===== src/verilog/udte_pkg.sv =====
/*
 the package shared by both ends of the transaction link: packet identifiers,
 handshake codes, endpoint classes, payload limits and state encodings.
 assumes nothing of its surroundings beyond a systemverilog compiler.
*/
package udte_pkg;

	// packet identifier codes on the link
	typedef enum logic [3:0] {
		UDTE_PID_NONE  = 4'h0,
		UDTE_PID_OUT   = 4'h1,
		UDTE_PID_IN    = 4'h9,
		UDTE_PID_SOF   = 4'h5,
		UDTE_PID_SETUP = 4'hd,
		UDTE_PID_DATA0 = 4'h3,
		UDTE_PID_DATA1 = 4'hb,
		UDTE_PID_ACK   = 4'h2,
		UDTE_PID_NAK   = 4'ha,
		UDTE_PID_STALL = 4'he
	} udte_pid_t;

	// endpoint transfer classes
	typedef enum logic [1:0] {
		UDTE_EP_CTRL = 2'h0,
		UDTE_EP_ISO  = 2'h1,
		UDTE_EP_BULK = 2'h2,
		UDTE_EP_INTR = 2'h3
	} udte_ep_t;

	// control transfer stage of endpoint 0
	typedef enum logic [1:0] {
		UDTE_CS_IDLE   = 2'h0,
		UDTE_CS_DATA   = 2'h1,
		UDTE_CS_STATUS = 2'h2
	} udte_cstage_t;

	// field widths and limits
	localparam int UDTE_EP_NUM      = 16;
	localparam int UDTE_FRAME_W     = 11;
	localparam int UDTE_LEN_W       = 9;
	localparam int UDTE_SETUP_LEN   = 8;
	localparam int UDTE_MAX_INTR    = 8;
	localparam int UDTE_MAX_BULK    = 64;
	localparam int UDTE_MAX_ISO     = 256;
	localparam int UDTE_MAX_CTRL    = 64;
	localparam int UDTE_TURN_CYCLES = 16;
	localparam logic [7:0] UDTE_DIR_IN_BIT = 8'h80;

endpackage


===== src/verilog/udte_link_if.sv =====
/*
 the packet-level link between the device engine and the host engine.
 assumes both ends run on the same clock; one packet word per strobe.
*/
`timescale 1ns/1ps
interface udte_link_if;
	import udte_pkg::*;

	// host to device
	logic            h_valid;
	udte_pid_t       h_pid;
	logic [3:0]      h_ep;
	logic [10:0]     h_frame;
	logic [8:0]      h_len;
	logic            h_err;
	logic [7:0]      h_byte0;
	// device to host
	logic            d_valid;
	udte_pid_t       d_pid;
	logic [8:0]      d_len;
	logic            d_resume;

	modport device (
		input  h_valid, h_pid, h_ep, h_frame, h_len, h_err, h_byte0,
		output d_valid, d_pid, d_len, d_resume
	);
	modport host (
		output h_valid, h_pid, h_ep, h_frame, h_len, h_err, h_byte0,
		input  d_valid, d_pid, d_len, d_resume
	);
endinterface


===== src/verilog/udte_device.sv =====
/*
 device end of the transaction engine: answers host tokens with data and
 handshakes, sequences endpoint 0 control stages, keeps the frame counter,
 per-endpoint stall state and resume request.
 assumes the host end keeps its own rules and that the link packet layer
 already checks pid, crc and stuffing and reports them as h_err.
*/
//
// Behaviour
// - isochronous: token and data only, no handshake; the host here still ACKs iso IN data
// - setup data packet is DATA0
// - setup answered ACK if intact, else silent
// - control data stage starts DATA1, then toggles
// - control write uses OUT, read uses IN
// - status stage runs opposite to data stage
// - status stage always uses DATA1
// - interrupt IN: NAK if empty, STALL if halted
// - interrupt OUT: ACK, NAK or STALL
// - damaged OUT or setup data gets no handshake
// - host ACKs intact interrupt IN data
// - host silent on damage; device keeps data unacknowledged
// - local fifo ports serve endpoints 1 to 15 only
// - setup data to endpoint 0 is eight bytes
// - eleven-bit frame counter readable locally
// - local per-endpoint stall set, clear, report
// - local request drives resume on the link
// - payload limits 8 intr, 64 bulk, 256 iso; iso OUT length is not checked against its limit
`timescale 1ns/1ps
module udte_device
	import udte_pkg::*;
#(
	parameter int N = UDTE_EP_NUM
) (
	// clock and reset
	input  wire logic          i_clock,
	input  wire logic          i_rstn,
	// link
	udte_link_if.device        link,
	// local control
	input  wire logic          i_enable,
	input  wire logic [N-1:0]  i_stall_set,
	input  wire logic [N-1:0]  i_stall_clr,
	input  wire logic          i_resume_req,
	input  wire logic [2*N-1:0] i_ep_class,
	// local endpoint fifo status (endpoints 1..N-1)
	input  wire logic [N-1:0]  i_tx_ready,
	input  wire logic [8:0]    i_tx_len,
	input  wire logic [N-1:0]  i_rx_room,
	// local status and events
	output logic [10:0]        o_frame,
	output logic [N-1:0]       o_stall,
	output logic               o_enabled,
	output logic               o_rx_done,
	output logic               o_tx_done,
	output logic [3:0]         o_done_ep,
	output logic               o_setup_done,
	output logic [7:0]         o_setup_type
);
	if (N < 2 || N > 16) begin : g_bad_n
		$error("endpoint count out of range");
	end

	typedef struct packed {
		logic         enabled;
		logic [10:0]  frame;
		udte_cstage_t cstage;
		logic         cread;
		logic         pend_in;
		logic [3:0]   pend_ep;
		logic         pend_out;
		udte_pid_t    out_tok;
		logic [3:0]   tok_ep;
		logic         d_valid;
		udte_pid_t    d_pid;
		logic [8:0]   d_len;
		logic         resume;
		logic         rx_done;
		logic         tx_done;
		logic [3:0]   done_ep;
		logic         setup_done;
		logic [7:0]   setup_type;
	} udte_dev_st_t;

	udte_dev_st_t st;
	udte_dev_st_t next_st;
	logic [N-1:0] toggle;
	logic [N-1:0] stall_int;
	logic         tog_flip;
	logic         tog_load;
	logic         tog_val;
	logic [3:0]   tog_ep;
	logic [N-1:0] stall_set_all;

	// toggle and stall storage
	udte_toggle_bank #(.N(N)) u_bank (
		.i_clock    (i_clock),
		.i_rstn     (i_rstn),
		.i_tog_flip (tog_flip),
		.i_tog_load (tog_load),
		.i_tog_val  (tog_val),
		.i_tog_ep   (tog_ep),
		.i_stall_set(stall_set_all),
		.i_stall_clr(i_stall_clr),
		.o_toggle   (toggle),
		.o_stall    (stall_int)
	);

	assign stall_set_all = i_stall_set;

	// class of an endpoint from the local map; endpoint 0 is always control
	function automatic udte_ep_t ep_class(input logic [3:0] ep);
		udte_ep_t c;
		c = udte_ep_t'(i_ep_class[2*ep +: 2]);
		if (ep == 4'h0)
			c = UDTE_EP_CTRL;
		return c;
	endfunction

	// payload limit per class
	function automatic logic [8:0] ep_limit(input udte_ep_t c);
		logic [8:0] l;
		unique case (c)
			UDTE_EP_INTR: l = 9'(UDTE_MAX_INTR);
			UDTE_EP_BULK: l = 9'(UDTE_MAX_BULK);
			UDTE_EP_ISO:  l = 9'(UDTE_MAX_ISO);
			UDTE_EP_CTRL: l = 9'(UDTE_MAX_CTRL);
		endcase
		return l;
	endfunction

	// transaction decode and answer
	always_comb begin
		udte_ep_t   cls;
		logic [8:0] lim;
		cls = ep_class(link.h_ep);
		lim = ep_limit(cls);
		next_st            = st;
		next_st.enabled    = i_enable;
		next_st.d_valid    = 1'b0;
		next_st.d_pid      = UDTE_PID_NONE;
		next_st.d_len      = '0;
		next_st.resume     = i_resume_req && st.enabled;
		next_st.rx_done    = 1'b0;
		next_st.tx_done    = 1'b0;
		next_st.setup_done = 1'b0;
		tog_flip = 1'b0;
		tog_load = 1'b0;
		tog_val  = 1'b0;
		tog_ep   = st.tok_ep;
		if (!st.enabled) begin
			next_st.cstage   = UDTE_CS_IDLE;
			next_st.pend_out = 1'b0;
			next_st.pend_in  = 1'b0;
		end else if (link.h_valid) begin
			unique case (link.h_pid)
				UDTE_PID_SOF: begin
					next_st.frame = link.h_frame;
				end
				UDTE_PID_SETUP, UDTE_PID_OUT: begin
					next_st.out_tok  = link.h_pid;
					next_st.tok_ep   = link.h_ep;
					next_st.pend_out = 1'b1;
					next_st.pend_in  = 1'b0;
				end
				UDTE_PID_IN: begin
					next_st.pend_out = 1'b0;
					next_st.pend_in  = 1'b0;
					next_st.tok_ep   = link.h_ep;
					next_st.d_valid  = 1'b1;
					if (link.h_ep == 4'h0) begin
						// status after write, or read data stage
						if (st.cstage == UDTE_CS_IDLE ||
							(st.cstage == UDTE_CS_DATA && !st.cread) ||
							(st.cstage == UDTE_CS_STATUS && st.cread)) begin
							next_st.d_pid = UDTE_PID_STALL;
						end else if (stall_int[0]) begin
							next_st.d_pid = UDTE_PID_STALL;
						end else if (st.cstage == UDTE_CS_STATUS) begin
							next_st.d_pid   = UDTE_PID_DATA1;
							next_st.pend_in = 1'b1;
						end else begin
							next_st.d_pid   = toggle[0] ? UDTE_PID_DATA1 : UDTE_PID_DATA0;
							next_st.d_len   = '0;
							next_st.pend_in = 1'b1;
						end
					end else if (stall_int[link.h_ep] && cls != UDTE_EP_ISO) begin
						next_st.d_pid = UDTE_PID_STALL;
					end else if (!i_tx_ready[link.h_ep]) begin
						// iso sends an empty packet rather than a handshake
						next_st.d_pid = (cls == UDTE_EP_ISO) ? UDTE_PID_DATA0 : UDTE_PID_NAK;
					end else begin
						next_st.d_pid   = (cls == UDTE_EP_ISO || !toggle[link.h_ep]) ?
							UDTE_PID_DATA0 : UDTE_PID_DATA1;
						next_st.d_len   = (i_tx_len > lim) ? lim : i_tx_len;
						next_st.pend_in = (cls != UDTE_EP_ISO);
						if (cls == UDTE_EP_ISO) begin
							next_st.tx_done = 1'b1;
							next_st.done_ep = link.h_ep;
						end
					end
				end
				UDTE_PID_DATA0, UDTE_PID_DATA1: begin
					next_st.pend_out = 1'b0;
					tog_ep = st.tok_ep;
					if (st.pend_out && st.out_tok == UDTE_PID_SETUP) begin
						// bad, wrong-length or non-DATA0 setup: no handshake
						if (!link.h_err && link.h_pid == UDTE_PID_DATA0 && st.tok_ep == 4'h0 &&
							link.h_len == 9'(UDTE_SETUP_LEN)) begin
							next_st.d_valid    = 1'b1;
							next_st.d_pid      = UDTE_PID_ACK;
							next_st.cread      = |(link.h_byte0 & UDTE_DIR_IN_BIT);
							next_st.cstage     = UDTE_CS_DATA;
							next_st.setup_done = 1'b1;
							next_st.setup_type = link.h_byte0;
							tog_load = 1'b1;
							tog_val  = 1'b1;
						end
					end else if (st.pend_out) begin
						cls = ep_class(st.tok_ep);
						lim = ep_limit(cls);
						if (link.h_err) begin
							next_st.d_valid = 1'b0;
						end else if (cls == UDTE_EP_ISO) begin
							next_st.rx_done = 1'b1;
							next_st.done_ep = st.tok_ep;
						end else begin
							next_st.d_valid = 1'b1;
							if (st.tok_ep == 4'h0) begin
								if (st.cstage == UDTE_CS_IDLE ||
									(st.cstage == UDTE_CS_DATA && st.cread)) begin
									// host turned round: status out after read
									if (st.cstage == UDTE_CS_DATA &&
										link.h_pid == UDTE_PID_DATA1) begin
										next_st.d_pid  = UDTE_PID_ACK;
										next_st.cstage = UDTE_CS_IDLE;
									end else begin
										next_st.d_pid = UDTE_PID_STALL;
									end
								end else if (stall_int[0]) begin
									next_st.d_pid = UDTE_PID_STALL;
								end else begin
									next_st.d_pid = UDTE_PID_ACK;
									if (link.h_pid == (toggle[0] ? UDTE_PID_DATA1 : UDTE_PID_DATA0))
										tog_flip = 1'b1;
									next_st.cstage = UDTE_CS_STATUS;
								end
							end else if (stall_int[st.tok_ep]) begin
								next_st.d_pid = UDTE_PID_STALL;
							end else if (!i_rx_room[st.tok_ep] || link.h_len > lim) begin
								next_st.d_pid = UDTE_PID_NAK;
							end else begin
								next_st.d_pid = UDTE_PID_ACK;
								if (link.h_pid == (toggle[st.tok_ep] ? UDTE_PID_DATA1 : UDTE_PID_DATA0)) begin
									tog_flip        = 1'b1;
									next_st.rx_done = (st.tok_ep != 4'h0);
									next_st.done_ep = st.tok_ep;
								end
							end
						end
					end
				end
				UDTE_PID_ACK: begin
					// only an ACK retires pending IN data; silence keeps it
					if (st.pend_in) begin
						next_st.pend_in = 1'b0;
						tog_flip = 1'b1;
						if (st.tok_ep == 4'h0) begin
							if (st.cstage == UDTE_CS_STATUS)
								next_st.cstage = UDTE_CS_IDLE;
							else
								next_st.cstage = UDTE_CS_DATA;
						end else begin
							next_st.tx_done = 1'b1;
							next_st.done_ep = st.tok_ep;
						end
					end
				end
				default: begin
					next_st.pend_out = 1'b0;
				end
			endcase
		end
		// an in to endpoint 0 during a write data stage moves the stage to status
		if (st.cstage == UDTE_CS_DATA && !st.cread && st.enabled && link.h_valid &&
			link.h_pid == UDTE_PID_IN && link.h_ep == 4'h0)
			next_st.cstage = UDTE_CS_STATUS;
	end

	// state register
	always_ff @(posedge i_clock or negedge i_rstn) begin
		if (!i_rstn)
			st <= '0;
		else
			st <= next_st;
	end

	// outputs straight from flip-flops
	assign link.d_valid   = st.d_valid;
	assign link.d_pid     = st.d_pid;
	assign link.d_len     = st.d_len;
	assign link.d_resume  = st.resume;
	assign o_frame        = st.frame;
	assign o_stall        = stall_int;
	assign o_enabled      = st.enabled;
	assign o_rx_done      = st.rx_done;
	assign o_tx_done      = st.tx_done;
	assign o_done_ep      = st.done_ep;
	assign o_setup_done   = st.setup_done;
	assign o_setup_type   = st.setup_type;
endmodule


===== src/verilog/udte_toggle_bank.sv =====
/*
 per-endpoint data toggle and stall bits, one flip-flop pair each.
 assumes one clock and an active-low asynchronous reset.
*/
`timescale 1ns/1ps
module udte_toggle_bank
	import udte_pkg::*;
#(
	parameter int N = UDTE_EP_NUM
) (
	// clock and reset
	input  wire logic         i_clock,
	input  wire logic         i_rstn,
	// toggle control
	input  wire logic         i_tog_flip,
	input  wire logic         i_tog_load,
	input  wire logic         i_tog_val,
	input  wire logic [3:0]   i_tog_ep,
	// stall control
	input  wire logic [N-1:0] i_stall_set,
	input  wire logic [N-1:0] i_stall_clr,
	// state out
	output logic [N-1:0]      o_toggle,
	output logic [N-1:0]      o_stall
);
	if (N < 2 || N > 16) begin : g_bad_n
		$error("endpoint count out of range");
	end

	// toggles advance on accepted data; stall set wins over clear
	always_ff @(posedge i_clock or negedge i_rstn) begin
		if (!i_rstn) begin
			o_toggle <= '0;
			o_stall  <= '0;
		end else begin
			if (i_tog_load)
				o_toggle[i_tog_ep] <= i_tog_val;
			else if (i_tog_flip)
				o_toggle[i_tog_ep] <= ~o_toggle[i_tog_ep];
			o_stall <= (o_stall & ~i_stall_clr) | i_stall_set;
		end
	end
endmodule


===== src/flat_wrapper.sv =====
// flat-port wrapper written by rule: the top's interface ports become plain ports
module udte_device_flat import udte_pkg::*;
#(
	parameter int N = UDTE_EP_NUM
)
  (i_clock, i_rstn, i_enable, i_stall_set, i_stall_clr, i_resume_req, i_ep_class, i_tx_ready, i_tx_len, i_rx_room, o_frame, o_stall, o_enabled, o_rx_done, o_tx_done, o_done_ep, o_setup_done, o_setup_type, link_h_valid, link_h_pid, link_h_ep, link_h_frame, link_h_len, link_h_err, link_h_byte0, link_d_valid, link_d_pid, link_d_len, link_d_resume);
  udte_link_if link_i ();
  input  wire logic i_clock;
  input  wire logic i_rstn;
  input  wire logic i_enable;
  input  wire logic [N-1:0] i_stall_set;
  input  wire logic [N-1:0] i_stall_clr;
  input  wire logic i_resume_req;
  input  wire logic [2*N-1:0] i_ep_class;
  input  wire logic [N-1:0] i_tx_ready;
  input  wire logic [8:0] i_tx_len;
  input  wire logic [N-1:0] i_rx_room;
  output logic [10:0] o_frame;
  output logic [N-1:0] o_stall;
  output logic o_enabled;
  output logic o_rx_done;
  output logic o_tx_done;
  output logic [3:0] o_done_ep;
  output logic o_setup_done;
  output logic [7:0] o_setup_type;
  input wire logic [$bits(link_i.h_valid)-1:0] link_h_valid;
  input wire logic [$bits(link_i.h_pid)-1:0] link_h_pid;
  input wire logic [$bits(link_i.h_ep)-1:0] link_h_ep;
  input wire logic [$bits(link_i.h_frame)-1:0] link_h_frame;
  input wire logic [$bits(link_i.h_len)-1:0] link_h_len;
  input wire logic [$bits(link_i.h_err)-1:0] link_h_err;
  input wire logic [$bits(link_i.h_byte0)-1:0] link_h_byte0;
  output wire logic [$bits(link_i.d_valid)-1:0] link_d_valid;
  output wire logic [$bits(link_i.d_pid)-1:0] link_d_pid;
  output wire logic [$bits(link_i.d_len)-1:0] link_d_len;
  output wire logic [$bits(link_i.d_resume)-1:0] link_d_resume;
  assign link_i.h_valid = link_h_valid;
  assign link_i.h_pid = link_h_pid;
  assign link_i.h_ep = link_h_ep;
  assign link_i.h_frame = link_h_frame;
  assign link_i.h_len = link_h_len;
  assign link_i.h_err = link_h_err;
  assign link_i.h_byte0 = link_h_byte0;
  assign link_d_valid = link_i.d_valid;
  assign link_d_pid = link_i.d_pid;
  assign link_d_len = link_i.d_len;
  assign link_d_resume = link_i.d_resume;
  udte_device #(.N(N)) u_core (.i_clock(i_clock), .i_rstn(i_rstn), .link(link_i), .i_enable(i_enable), .i_stall_set(i_stall_set), .i_stall_clr(i_stall_clr), .i_resume_req(i_resume_req), .i_ep_class(i_ep_class), .i_tx_ready(i_tx_ready), .i_tx_len(i_tx_len), .i_rx_room(i_rx_room), .o_frame(o_frame), .o_stall(o_stall), .o_enabled(o_enabled), .o_rx_done(o_rx_done), .o_tx_done(o_tx_done), .o_done_ep(o_done_ep), .o_setup_done(o_setup_done), .o_setup_type(o_setup_type));
endmodule

===== config.mk =====
export PLATFORM = sky130hd
export DESIGN_NAME = udte_device_flat
export DESIGN_NICKNAME = d
export VERILOG_FILES = /design/src/verilog/udte_pkg.sv /design/src/verilog/udte_link_if.sv /design/src/verilog/udte_device.sv /design/src/verilog/udte_toggle_bank.sv /design/src/flat_wrapper.sv
export SDC_FILE = /design/constraint.sdc
export NUM_CORES = 1
export LEC_CHECK = 0
export BUFFER_PORTS_ARGS = -buffer_cell sky130_fd_sc_hd__buf_2
export CAP_MARGIN = 30
export CELL_PAD_IN_SITES_DETAIL_PLACEMENT = 1
export CELL_PAD_IN_SITES_GLOBAL_PLACEMENT = 1
export CORE_MARGIN = 5
export CORE_UTILIZATION = 35
export DETAILED_ROUTE_END_ITERATION = 7
export GPL_TIMING_DRIVEN = 0
export PLACE_DENSITY = 0.85
export SETUP_SLACK_MARGIN = 0.3
export SYNTH_ARGS = -nofsm -noshare
export SYNTH_HDL_FRONTEND = slang
export SYNTH_SLANG_ARGS = --single-unit

===== constraint.sdc =====
create_clock -name i_clock -period 3.1 [get_ports i_clock]
set_clock_uncertainty 0.05 [all_clocks]
set_input_delay 0.465 -clock i_clock [delete_from_list [all_inputs] [get_ports i_clock]]
set_output_delay 0.465 -clock i_clock [all_outputs]
set_load 0.005 [all_outputs]

==> run metrics, run 1 <==
routability cong. about 0.86; iteration-0 DRC count of the detailed router between 300 and 400; first-pass GRT wire length 33700 um; Lkg Pwr 3.85 nW; CTS buffer count 9; failing checks negative setup slack; placed cell areas 7380 um^2; row count 47; max_cap viols 0; Setup crit end kind flip-flop; kind of critical path flip-flop to flip-flop; asr flop ratio synth 1.00; worst r2r dst u_core.o_done_ep[0]; htree depth 3; min cycle time layout about 3.5 ns; I/O Pins 205; Slew HR 0.492; Max Clk Rate roughly 0.28 GHz; Slew @ Worst Pin ~0.76 ns; Longest Clk Path Bufs 2; Vias/cell 5.56; final-layout fill cell count 1899; starting density of the core 0.358; post-synthesis cell type count 70; worst r2r src u_core.st[32]; syn_area_per_cell about 11 um^2; post-synth top area cell dfrtp_1; crit path setup slack, layout -0.417 ns; worst min path class primary input to async pin; routed vias 5674; Die Y 140 um; final slew viol count 0; Seq/Total Area, Yosys 0.357; cell area after layout 8120 um^2; drt pass-1 iters 5; initial antenna violation count 0; RSZ-0062 raised after global routing yes; clock root buffer master clkbuf_16; Critical Path RT 3.28 ns; vias in the first global route 6232; Power Density roughly 470 nW/um^2; Worst-path clk slew around 0.060 ns; drt drc 0; Area Overhead vs Synth 36.5%; result of the run finished, violations left; Post-Place Setup Slack -1.04 ns; die area 19700 um^2; Crit Path Max Fanout 10; Routed Wire Length 21300 um; CTS tree built; FF-to-FF path depth 14; final core occ 0.488; Avg WL per Cell 20.8 um; hold_ws 0.0678 ns; Core Area about 17000 um^2; flop2flop setup slack -0.42 ns; Setup violations, final 20; Total GRT Usage 0.212; Clock Sink Count 85; Die W 140 um; synthesis-stage register bit count 85; clk_lat worst skew 0.35 ns; arrival time worst endpoint around 3.7 ns; Main synth FF type dfrtp_1; DP HPWL 15900 um; maximum VDD drop 0.000244 V; Final Hold Viols 0; Syn. warnings 0; grt total ovfl 0; Synthesized Nets just over 700; crit share post-route 1.13; ant diodes 0; pin count of the biggest net entering global routing 46; layout cells sized above 1 0.526; Power, Total around 3.8 mW; mapped cell area 5950 um^2; share of the synthesized area in the top cell type 0.357; Gate Count Post-Synth between 500 and 600; CP startpoint kind flip-flop; number of synthesized flops with an enable pin 0; Post-layout nets 949; CTS Hold Buffers Added 0; antenna-violating nets left 0; Port Buffers ~200; ranking of synthesized cells by area dfrtp_1 (36%), mux4_2 (13%), mux2_2 (4.9%)
-- registers in the layout, indices dropped and copies added, names as in the netlist, 4 cells and up --
name                    flops
u_core.link.d_len           9
u_core.o_setup_type         8
u_core.u_bank.o_stall      16
u_core.link.d_pid           4
u_core.st                  12
u_core.u_bank.o_toggle     16
u_core.o_done_ep            4
u_core.o_frame             11
-- power breakdown --
group / internal, mW / total [mW] / switching [mW]
sequential: 1.18 / 1.24 / 0.0603
clock: 0.701 / 1.16 / 0.456
combinational: 0.663 / 1.40 / 0.734
total: 2.55 / 3.80 / 1.25
-- stage by stage --
stage	setup TNS, ns	std cells
after floorplan	-2.79	556
after global placement	-21.82	978
after detailed placement	-25.89	979
after CTS	-7.33	1010
after global routing	-11.15	1020
final	-7.58	1020
-- synthesized netlist by cell type, drive strengths merged (2+ instances only) --
cell type  instances
a211oi             4
a21boi             2
a21o              16
a21oi             15
a22oi              4
a2bb2oi            2
a31oi             15
a32o               5
a32oi              3
and2              10
buf               58
clkbuf            13
dfrtp             85
ha                 6
inv               31
mux2              35
mux2i             19
mux4              35
nand2             39
nand2b             9
nand3             15
nor2              23
nor2b              9
nor3              10
nor4               5
nor4b              2
o2111ai            3
o211ai             2
o21a               2
o21ai             15
o21ba              2
o22ai              4
o31a              16
o31ai             19
o32ai              2
or2                2
or4                3
-- worst max-delay path by stage --
stage | from | slack (ns) | to
6_report | u_core.st[32] | -0.42 | u_core.o_done_ep[0]
5_1_grt | u_core.st[30] | -0.54 | u_core.u_bank.o_toggle[6]
4_1_cts | u_core.st[30] | -0.41 | u_core.u_bank.o_toggle[10]
3_5_place_dp | u_core.st[30] | -1.04 | u_core.u_bank.o_toggle[10]
3_3_place_gp | u_core.st[30] | -0.94 | u_core.u_bank.o_toggle[10]
2_1_floorplan | link_h_ep[0] | -0.18 | u_core.link.d_len[3]
-- logic make-up after synthesis --
family                     after synthesis  synth area share
and+or+nand+nor                        135             0.120
xor gates and xnor gates                 1           0.00147
muxes                                   89             0.232
DFF                                     85             0.357
buffers and inverters                  102             0.101
adders and majority gates                6            0.0126
AOI/OAI and AO/OA                      138             0.176
-- final cells by class --
class / count / area, um^2 / share of cell area
Tap cell: 220 / 275 / 0.0339
Multi-Input combinational cell: 369 / 3470 / 0.427
Clock inverter: 6 / 88.8 / 0.0109
Sequential cell: 85 / 2130 / 0.262
Inverter: 31 / 120 / 0.0148
Timing Repair Buffer: 229 / 1260 / 0.155
Buffer: 71 / 556 / 0.0684
Clock buffer: 9 / 225 / 0.0277
-- cell usage in the layout, fill, tap and decap left out, types with 3 or more instances in the layout --
| master | count |
|---|---|
| nand3_1 | 13 |
| a21o_1 | 16 |
| and2_1 | 7 |
| nor2_1 | 22 |
| o31ai_2 | 3 |
| inv_1 | 28 |
| mux2_2 | 24 |
| nor3_1 | 10 |
| mux2i_1 | 18 |
| o21ai_0 | 8 |
| o31ai_1 | 15 |
| clkbuf_2 | 5 |
| a31oi_1 | 15 |
| buf_4 | 61 |
| nand2_1 | 38 |
| o21ai_1 | 4 |
| clkbuf_16 | 10 |
| and2_4 | 3 |
| o31a_1 | 16 |
| dfrtp_1 | 85 |
| nor2b_1 | 8 |
| clkbuf_1 | 7 |
| nand2b_1 | 8 |
| mux2_1 | 4 |
| a211oi_1 | 3 |
| a32o_1 | 5 |
| ha_1 | 4 |
| a21oi_1 | 11 |
| buf_12 | 3 |
| buf_6 | 8 |
| nor4_1 | 3 |
| a32oi_1 | 3 |
| buf_2 | 208 |
| mux2_4 | 7 |
| mux4_2 | 35 |
| clkinvlp_4 | 3 |
| buf_8 | 3 |
-- worst max-delay path, stage by stage, from the launching register on --
cell and delay [ns]:
dfrtp_1 0.49, buf_2 0.26, nor2_2 0.41, a22oi_2 0.20, buf_4 0.18, a21boi_2 0.20, ha_1 0.27, nand3_1 0.11
o32ai_2 0.10, and4_4 0.20, buf_4 0.13, buf_6 0.12, and2_4 0.14, o21ai_4 0.22, mux2_4 0.32
-- layer usage --
layer | wire length (um) | vias up | share of wire | GRT usage
met5 | 0 | - | 0 | 0
met4 | 978 | 0 | 0.046 | 0.0964
met3 | 1470 | 68 | 0.069 | 0.0535
met2 | 10800 | 259 | 0.51 | 0.369
met1 | 8050 | 2810 | 0.38 | 0.245
li1 | - | 2537 | - | -
-- what timing repair did --
action	in CTS	in global routing
gates resized for setup	36	19
setup endpoints to repair	34	33
pin swaps	18	18
buffers inserted	16	9
gates cloned	0	1
Power figures use the tool's default switching activity.
==> inputs of run 2 (changes only) <==
- ABC_AREA: not set -> 1
- CORE_UTILIZATION: 35 -> 32
- PLACE_DENSITY: 0.85 -> 0.86
==> run 2 against run 1 <==
The run still ends with negative setup slack left; die area grew 10%; sequential cell count unchanged; clock power barely moved; combinational power is 11% higher; cell count up 35%; non-clock buffer count unchanged; cell area increased by 2.2%; global-route usage increased by 1.0 points; via count up 26%; clock-buffer cell count is the same.
==> run metrics, run 2 <==
die area around 22000 um^2; I/O Pins 205; Critical Path Max Stage Delay 0.40 ns; Vias/cell 5.19; Routed Wire Length between 20000 and 30000 um; Synthesized Nets ~1100; synthesis-stage register bit count 85; syn_area_per_cell 6.74 um^2; CP max-delay cell dfrtp_1; Seq/Total Area, Yosys 0.351; initial antenna violation count 2; number of synthesized flops with an enable pin 0; commonest non-fill, non-tap cell in the layout nand2_1; Max Clk Rate roughly 0.32 GHz; final core occ 0.445; worst min path class primary input to async pin; Setup violations, final 12; layout cells sized above 1 0.353; row count 50; Core Area 18600 um^2; Syn. warnings 0; Avg WL per Cell 18.1 um; final-layout fill cell count 2414; Crit Path Max Fanout 7; Die W 148 um; Power, Total 3.97 mW; Setup crit end kind flip-flop; commonest cells after routing, fill and taps aside nand2_1 (262), buf_2 (207), nor2_1 (108); crit path from u_core.st[30]; Slew @ Worst Pin 1.04 ns; ranking of synthesized cells by area dfrtp_1 (35%), nand2_1 (18%), nor2_1 (7.3%); Critical Path RT 3.30 ns; Total GRT Usage 0.222; Final Hold Viols 0; Gate Count Post-Synth between 800 and 900; Register Area 2130 um^2; final slew viol count 0; first-pass GRT wire length 39000 um; CTS Hold Buffers Added 0; Longest Clk Path Bufs 2; arrival time worst endpoint 3.32 ns; htree depth 3; drt drc 0; min cycle time layout 3.13 ns; Worst-path clk slew 0.07 ns; Slew HR 0.298; routability cong. 0.888; worst r2r src u_core.st[30]; CTS buffer count 9; failing checks negative setup slack; routed vias between 7000 and 8000; Final TNS setup -0.129 ns; antenna-violating nets left 0; Post-Place Setup Slack -0.561 ns; post-synthesis cell type count 37; Die Y around 150 um; crit share post-route 1.01; crit path setup slack, layout -0.0253 ns; maximum VDD drop ~0.00023 V; clk_lat worst skew 0.36 ns; grt total ovfl 0; Clock Sink Count 85; vias in the first global route roughly 7400; drt pass-1 iters 5; Port Buffers 202; post-synth top area cell dfrtp_1; CP startpoint kind flip-flop; most instantiated cells after synthesis nand2_1 (285), nor2_1 (117), dfrtp_1 (85); Area Overhead vs Synth 37.0%; Main synth FF type dfrtp_1; Post-layout nets about 1300; cell area after layout 8300 um^2; Largest regs u_core.u_bank.o_stall x16, u_core.u_bank.o_toggle x16, u_core.st x12; share of the synthesized area in the top cell type 0.351; kind of critical path flip-flop to flip-flop; DP HPWL 18200 um; Power Density 479 nW/um^2; starting density of the core 0.325; Lkg Pwr 4.42 nW; clock root buffer master clkbuf_16; mapped cell area 6060 um^2; pin count of the biggest net entering global routing 59; result of the run finished, violations left; area taken by multi-input logic gates 3400 um^2; CP dominant cell by count nand2_2; asr flop ratio synth 1.00; CTS tree built; count leader, synth nand2_1; RSZ-0062 raised after global routing yes; placed cell areas 7390 um^2; iteration-0 DRC count of the detailed router 449; max_cap viols 0
[run 2: cell types whose count changed after synthesis, sizes merged, moves of 19 or more]
cell,before,now
mux2,35,11
o31ai,19,0
o21ai,15,66
o21bai,0,20
nand2,39,289
mux2i,19,0
mux4,35,0
nand3,15,71
nor2,23,123
nand4,0,22
inv,31,75
[run 2: through the flow]
step,hold slack (ns),instances
2_1_floorplan,0.119,898
3_3_place_gp,0.399,1334
3_5_place_dp,0.396,1335
4_1_cts,0.0161,1371
5_1_grt,0.0299,1381
6_report,0.00522,1381
[run 2: final cells by class]
cell class,count,area share
multi-input cells,667,0.410
flip-flops and latches,85,0.256
repair buffers,231,0.154
plain buffers,69,0.0709
inverters,77,0.0353
well taps,234,0.0353
clock buffers,9,0.0271
clock inverters,7,0.0104
diodes,2,0.000603
[run 2: repair_timing]
action | 4_1_cts | 5_1_grt
pin swaps | 22 | 31
resized for setup | 72 | 45
setup buffers | 17 | 8
cloned | 3 | 0
setup endpoints to repair | 31 | 31
[run 2: routing by layer]
layer	up-vias	routed length [um]	GRT usage
met5	-	0	0
met4	0	588	0.0792
met3	42	1440	0.0368
met2	246	12400	0.384
met1	3507	10600	0.281
li1	3369	-	-
[run 2: final timing paths]
path,end,slack [ns],cells past startpoint
setup / recovery,u_core.u_bank.o_toggle[13],-0.03,27
hold / removal,u_core.u_bank.o_stall[4],0.005,1
setup reg to reg,u_core.u_bank.o_toggle[13],-0.03,27
hold reg to reg,u_core.o_setup_type[2],0.43,2
max in group asynchronous,u_core.st[46],2.34,2
min in group i_clock,u_core.o_enabled,0.16,1
[run 2: critical path: cells and delay by family, from the launching register on]
kind                     cells  cell delay, ns
AO/OA/AOI/OAI                2            0.27
flip-flops                   1            0.40
buffers and inverters        7            0.69
adder cells (fa/ha/maj)      1            0.21
AND/OR/NAND/NOR             17            1.40
[run 2: power breakdown]
| part | switching (mW) | internal (mW) | leakage, nW |
|---|---|---|---|
| clock network | 0.537 | 0.646 | 0.151 |
| logic | 0.897 | 0.648 | 3.18 |
| registers | 0.0635 | 1.18 | 1.09 |
| total | 1.50 | 2.48 | 4.42 |
[run 2: cells by family after synthesis]
group,Yosys count,synth area share
AND/OR/NAND/NOR,526,0.370
buffers and inverters,146,0.128
AO/OA/AOI/OAI,123,0.116
flip-flops,85,0.351
multiplexers,11,0.0205
adder cells (fa/ha/maj),6,0.0124
XOR/XNOR,1,0.00145
==> inputs of run 3 (changes only) <==
- BUFFER_PORTS_ARGS: -buffer_cell sky130_fd_sc_hd__buf_2 -> -buffer_cell sky130_fd_sc_hd__clkbuf_2
==> run 3 against run 2 <==
The run still ends with negative setup slack left; non-clock buffer count fell by 4; largest power group unchanged; largest cell class unchanged; setup slack lost 0.14 ns; worst hold slack better by 0.033 ns; sequential share of layout area rose by 0.10 points; cell area is 0.41% lower; clock-buffer cell count stayed put; sequential power about the same; critical path type unchanged; global-route usage about the same; cell count is 0.36% lower.
==> run metrics, run 3 (same netlist as run 2, synthesis figures left out) <==
maximum VDD drop 0.000272 V; clk_lat worst skew 0.36 ns; Slew @ Worst Pin roughly 1.1 ns; clock root buffer master clkbuf_16; CP cell instances buf_6 > buf_8 > clkbuf_16 > nand3_2 > nand4_1 > nand2_1 > nand2_2 > nor2_4 > nand3_4 > ha_4 > inv_4 > nor2_4 > nand4_1 > o21ai_2 > nand2_1 > nor2_2 > nand3_2 > nand2_2 > nand2_2 > nand2_4 > buf_8 > nand2_2 > nand2_2 > nand2_1; Power, Total 3.93 mW; failing checks negative setup slack; grt total ovfl 0; kind of critical path flip-flop to flip-flop; result of the run finished, violations left; initial antenna violation count 1; Final Hold Viols 0; Core Area roughly 19000 um^2; Lkg Pwr approximately 4.4 nW; cell family with most CP delay simple AND/OR/NAND/NOR gates; vias in the first global route 7385; Power Density 476 nW/um^2; Longest Clk Path Bufs 2; final-layout fill cell count 2436; arrival time worst endpoint 3.45 ns; antenna-violating nets left 0; max_cap viols 0; Port Buffers approximately 200; Largest regs u_core.u_bank.o_stall x16, u_core.u_bank.o_toggle x16, u_core.st x12; RSZ-0062 raised after global routing yes; htree depth 3; min cycle time layout 3.26 ns; final core occ 0.443; Avg WL per Cell between 15 and 20 um; worst min path class primary input to async pin; flop2flop setup slack -0.16 ns; layout cells sized above 1 0.353; CP startpoint kind flip-flop; Clock Sink Count 85; Die Y 148 um; crit path setup slack, layout -0.161 ns; CP max-delay cell dfrtp_1; die area 21800 um^2; Post-layout nets 1289; routability cong. 0.887; commonest non-fill, non-tap cell in the layout nand2_1; Crit Path Max Fanout 7; met1 Use GR 0.272; commonest cells after routing, fill and taps aside nand2_1 (251), clkbuf_2 (203), nor2_1 (111); Post-Place Setup Slack -0.565 ns; Max Clk Rate 0.307 GHz; CTS tree built; Vias/cell 5.27; Bufs and invs on worst path 5; Total GRT Usage 0.222; crit share post-route 1.05; iteration-0 DRC count of the detailed router 462; first-pass GRT wire length 38800 um; Setup crit end kind flip-flop; row count 50; starting density of the core 0.325; Slew HR 0.231; Area Overhead vs Synth 36.5%; Critical Path RT 3.29 ns; Critical Path Max Stage Delay ~0.38 ns; drt drc 0; Die W approximately 150 um; final slew viol count 0; pin count of the biggest net entering global routing 59; routed vias 7254; I/O Pins 205; CP dominant cell by count nand2_2; met2 usage 0.391; hold_ws about 0.038 ns; DP HPWL 18300 um; met3 usage 0.0423; Worst-path clk slew 0.07 ns; GR peak layer met2; CTS buffer count 9; Setup violations, final 18; Routed Wire Length 25900 um; drt pass-1 iters 5
-- run 3: cell count changes in the layout (fill, tap and decap cells not counted), sizes merged --
cell      delta
diode        -1
clkinvlp     -1
inv          -2
clkinv       +3
clkbuf     +204
buf        -208
-- run 3: per-layer routing --
| layer | wire [um] | up-vias |
|---|---|---|
| li1 | - | 3359 |
| met2 | 13100 | 297 |
| met5 | 0 | - |
| met1 | 10300 | 3538 |
| met3 | 1640 | 60 |
| met4 | 800 | 0 |
-- run 3: worst register-to-register path, cell delays in order (launching register included) --
cell       delay (ns)
dfrtp_1          0.38
buf_6            0.15
buf_8            0.13
clkbuf_16        0.14
nand3_2          0.06
nand4_1          0.13
nand2_1          0.11
nand2_2          0.06
nor2_4           0.17
nand3_4          0.11
ha_4             0.29
inv_4            0.03
nor2_4           0.08
nand4_1          0.12
o21ai_2          0.10
nand2_1          0.11
nor2_2           0.15
nand3_2          0.11
nand2_2          0.08
nand2_2          0.06
nand2_4          0.14
buf_8            0.15
nand2_2          0.06
nand2_2          0.06
nand2_1          0.08
-- run 3: worst paths after layout --
check,end,from,cells past startpoint
min in group i_clock,u_core.o_enabled,i_enable,1
max in group asynchronous,u_core.st[31],i_rstn,2
setup / recovery,u_core.u_bank.o_toggle[13],u_core.st[30],24
setup reg to reg,u_core.u_bank.o_toggle[13],u_core.st[30],24
hold reg to reg,u_core.o_setup_type[4],u_core.o_setup_type[4],2
hold / removal,u_core.u_bank.o_stall[4],i_rstn,1
-- run 3: area by class of cell --
class                           count  area [um^2]  area share
Multi-Input combinational cell    667         3420       0.414
Sequential cell                    85         2130       0.257
Timing Repair Buffer              227         1260       0.153
Buffer                             69          556      0.0672
Inverter                           77          295      0.0357
Tap cell                          234          293      0.0354
Clock buffer                        9          225      0.0272
Clock inverter                      7         81.3     0.00984
Antenna cell                        1         2.50    0.000303
-- run 3: power by group --
part / switching (mW) / internal (mW)
clock: 0.530 / 0.639
sequential: 0.0619 / 1.18
combinational: 0.900 / 0.617
-- run 3: what timing repair did --
item	in CTS	in global routing
setup endpoints to repair	31	31
setup buffers	13	8
cloned	1	2
endpoints found under the hold margin	0	0
hold buffers	0	0
resized for setup	57	51
pin swaps	21	23
-- run 3: stage by stage --
step / instances / setup TNS [ns] / cell area [um^2]
final: 1376 / -1.69 / 8270
after global routing: 1376 / -5.16 / 8270
after CTS: 1365 / -0.970 / 7980
after detailed placement: 1335 / -13.57 / 7390
after global placement: 1334 / -10.43 / 7360
after floorplan: 898 / 0 / 6060
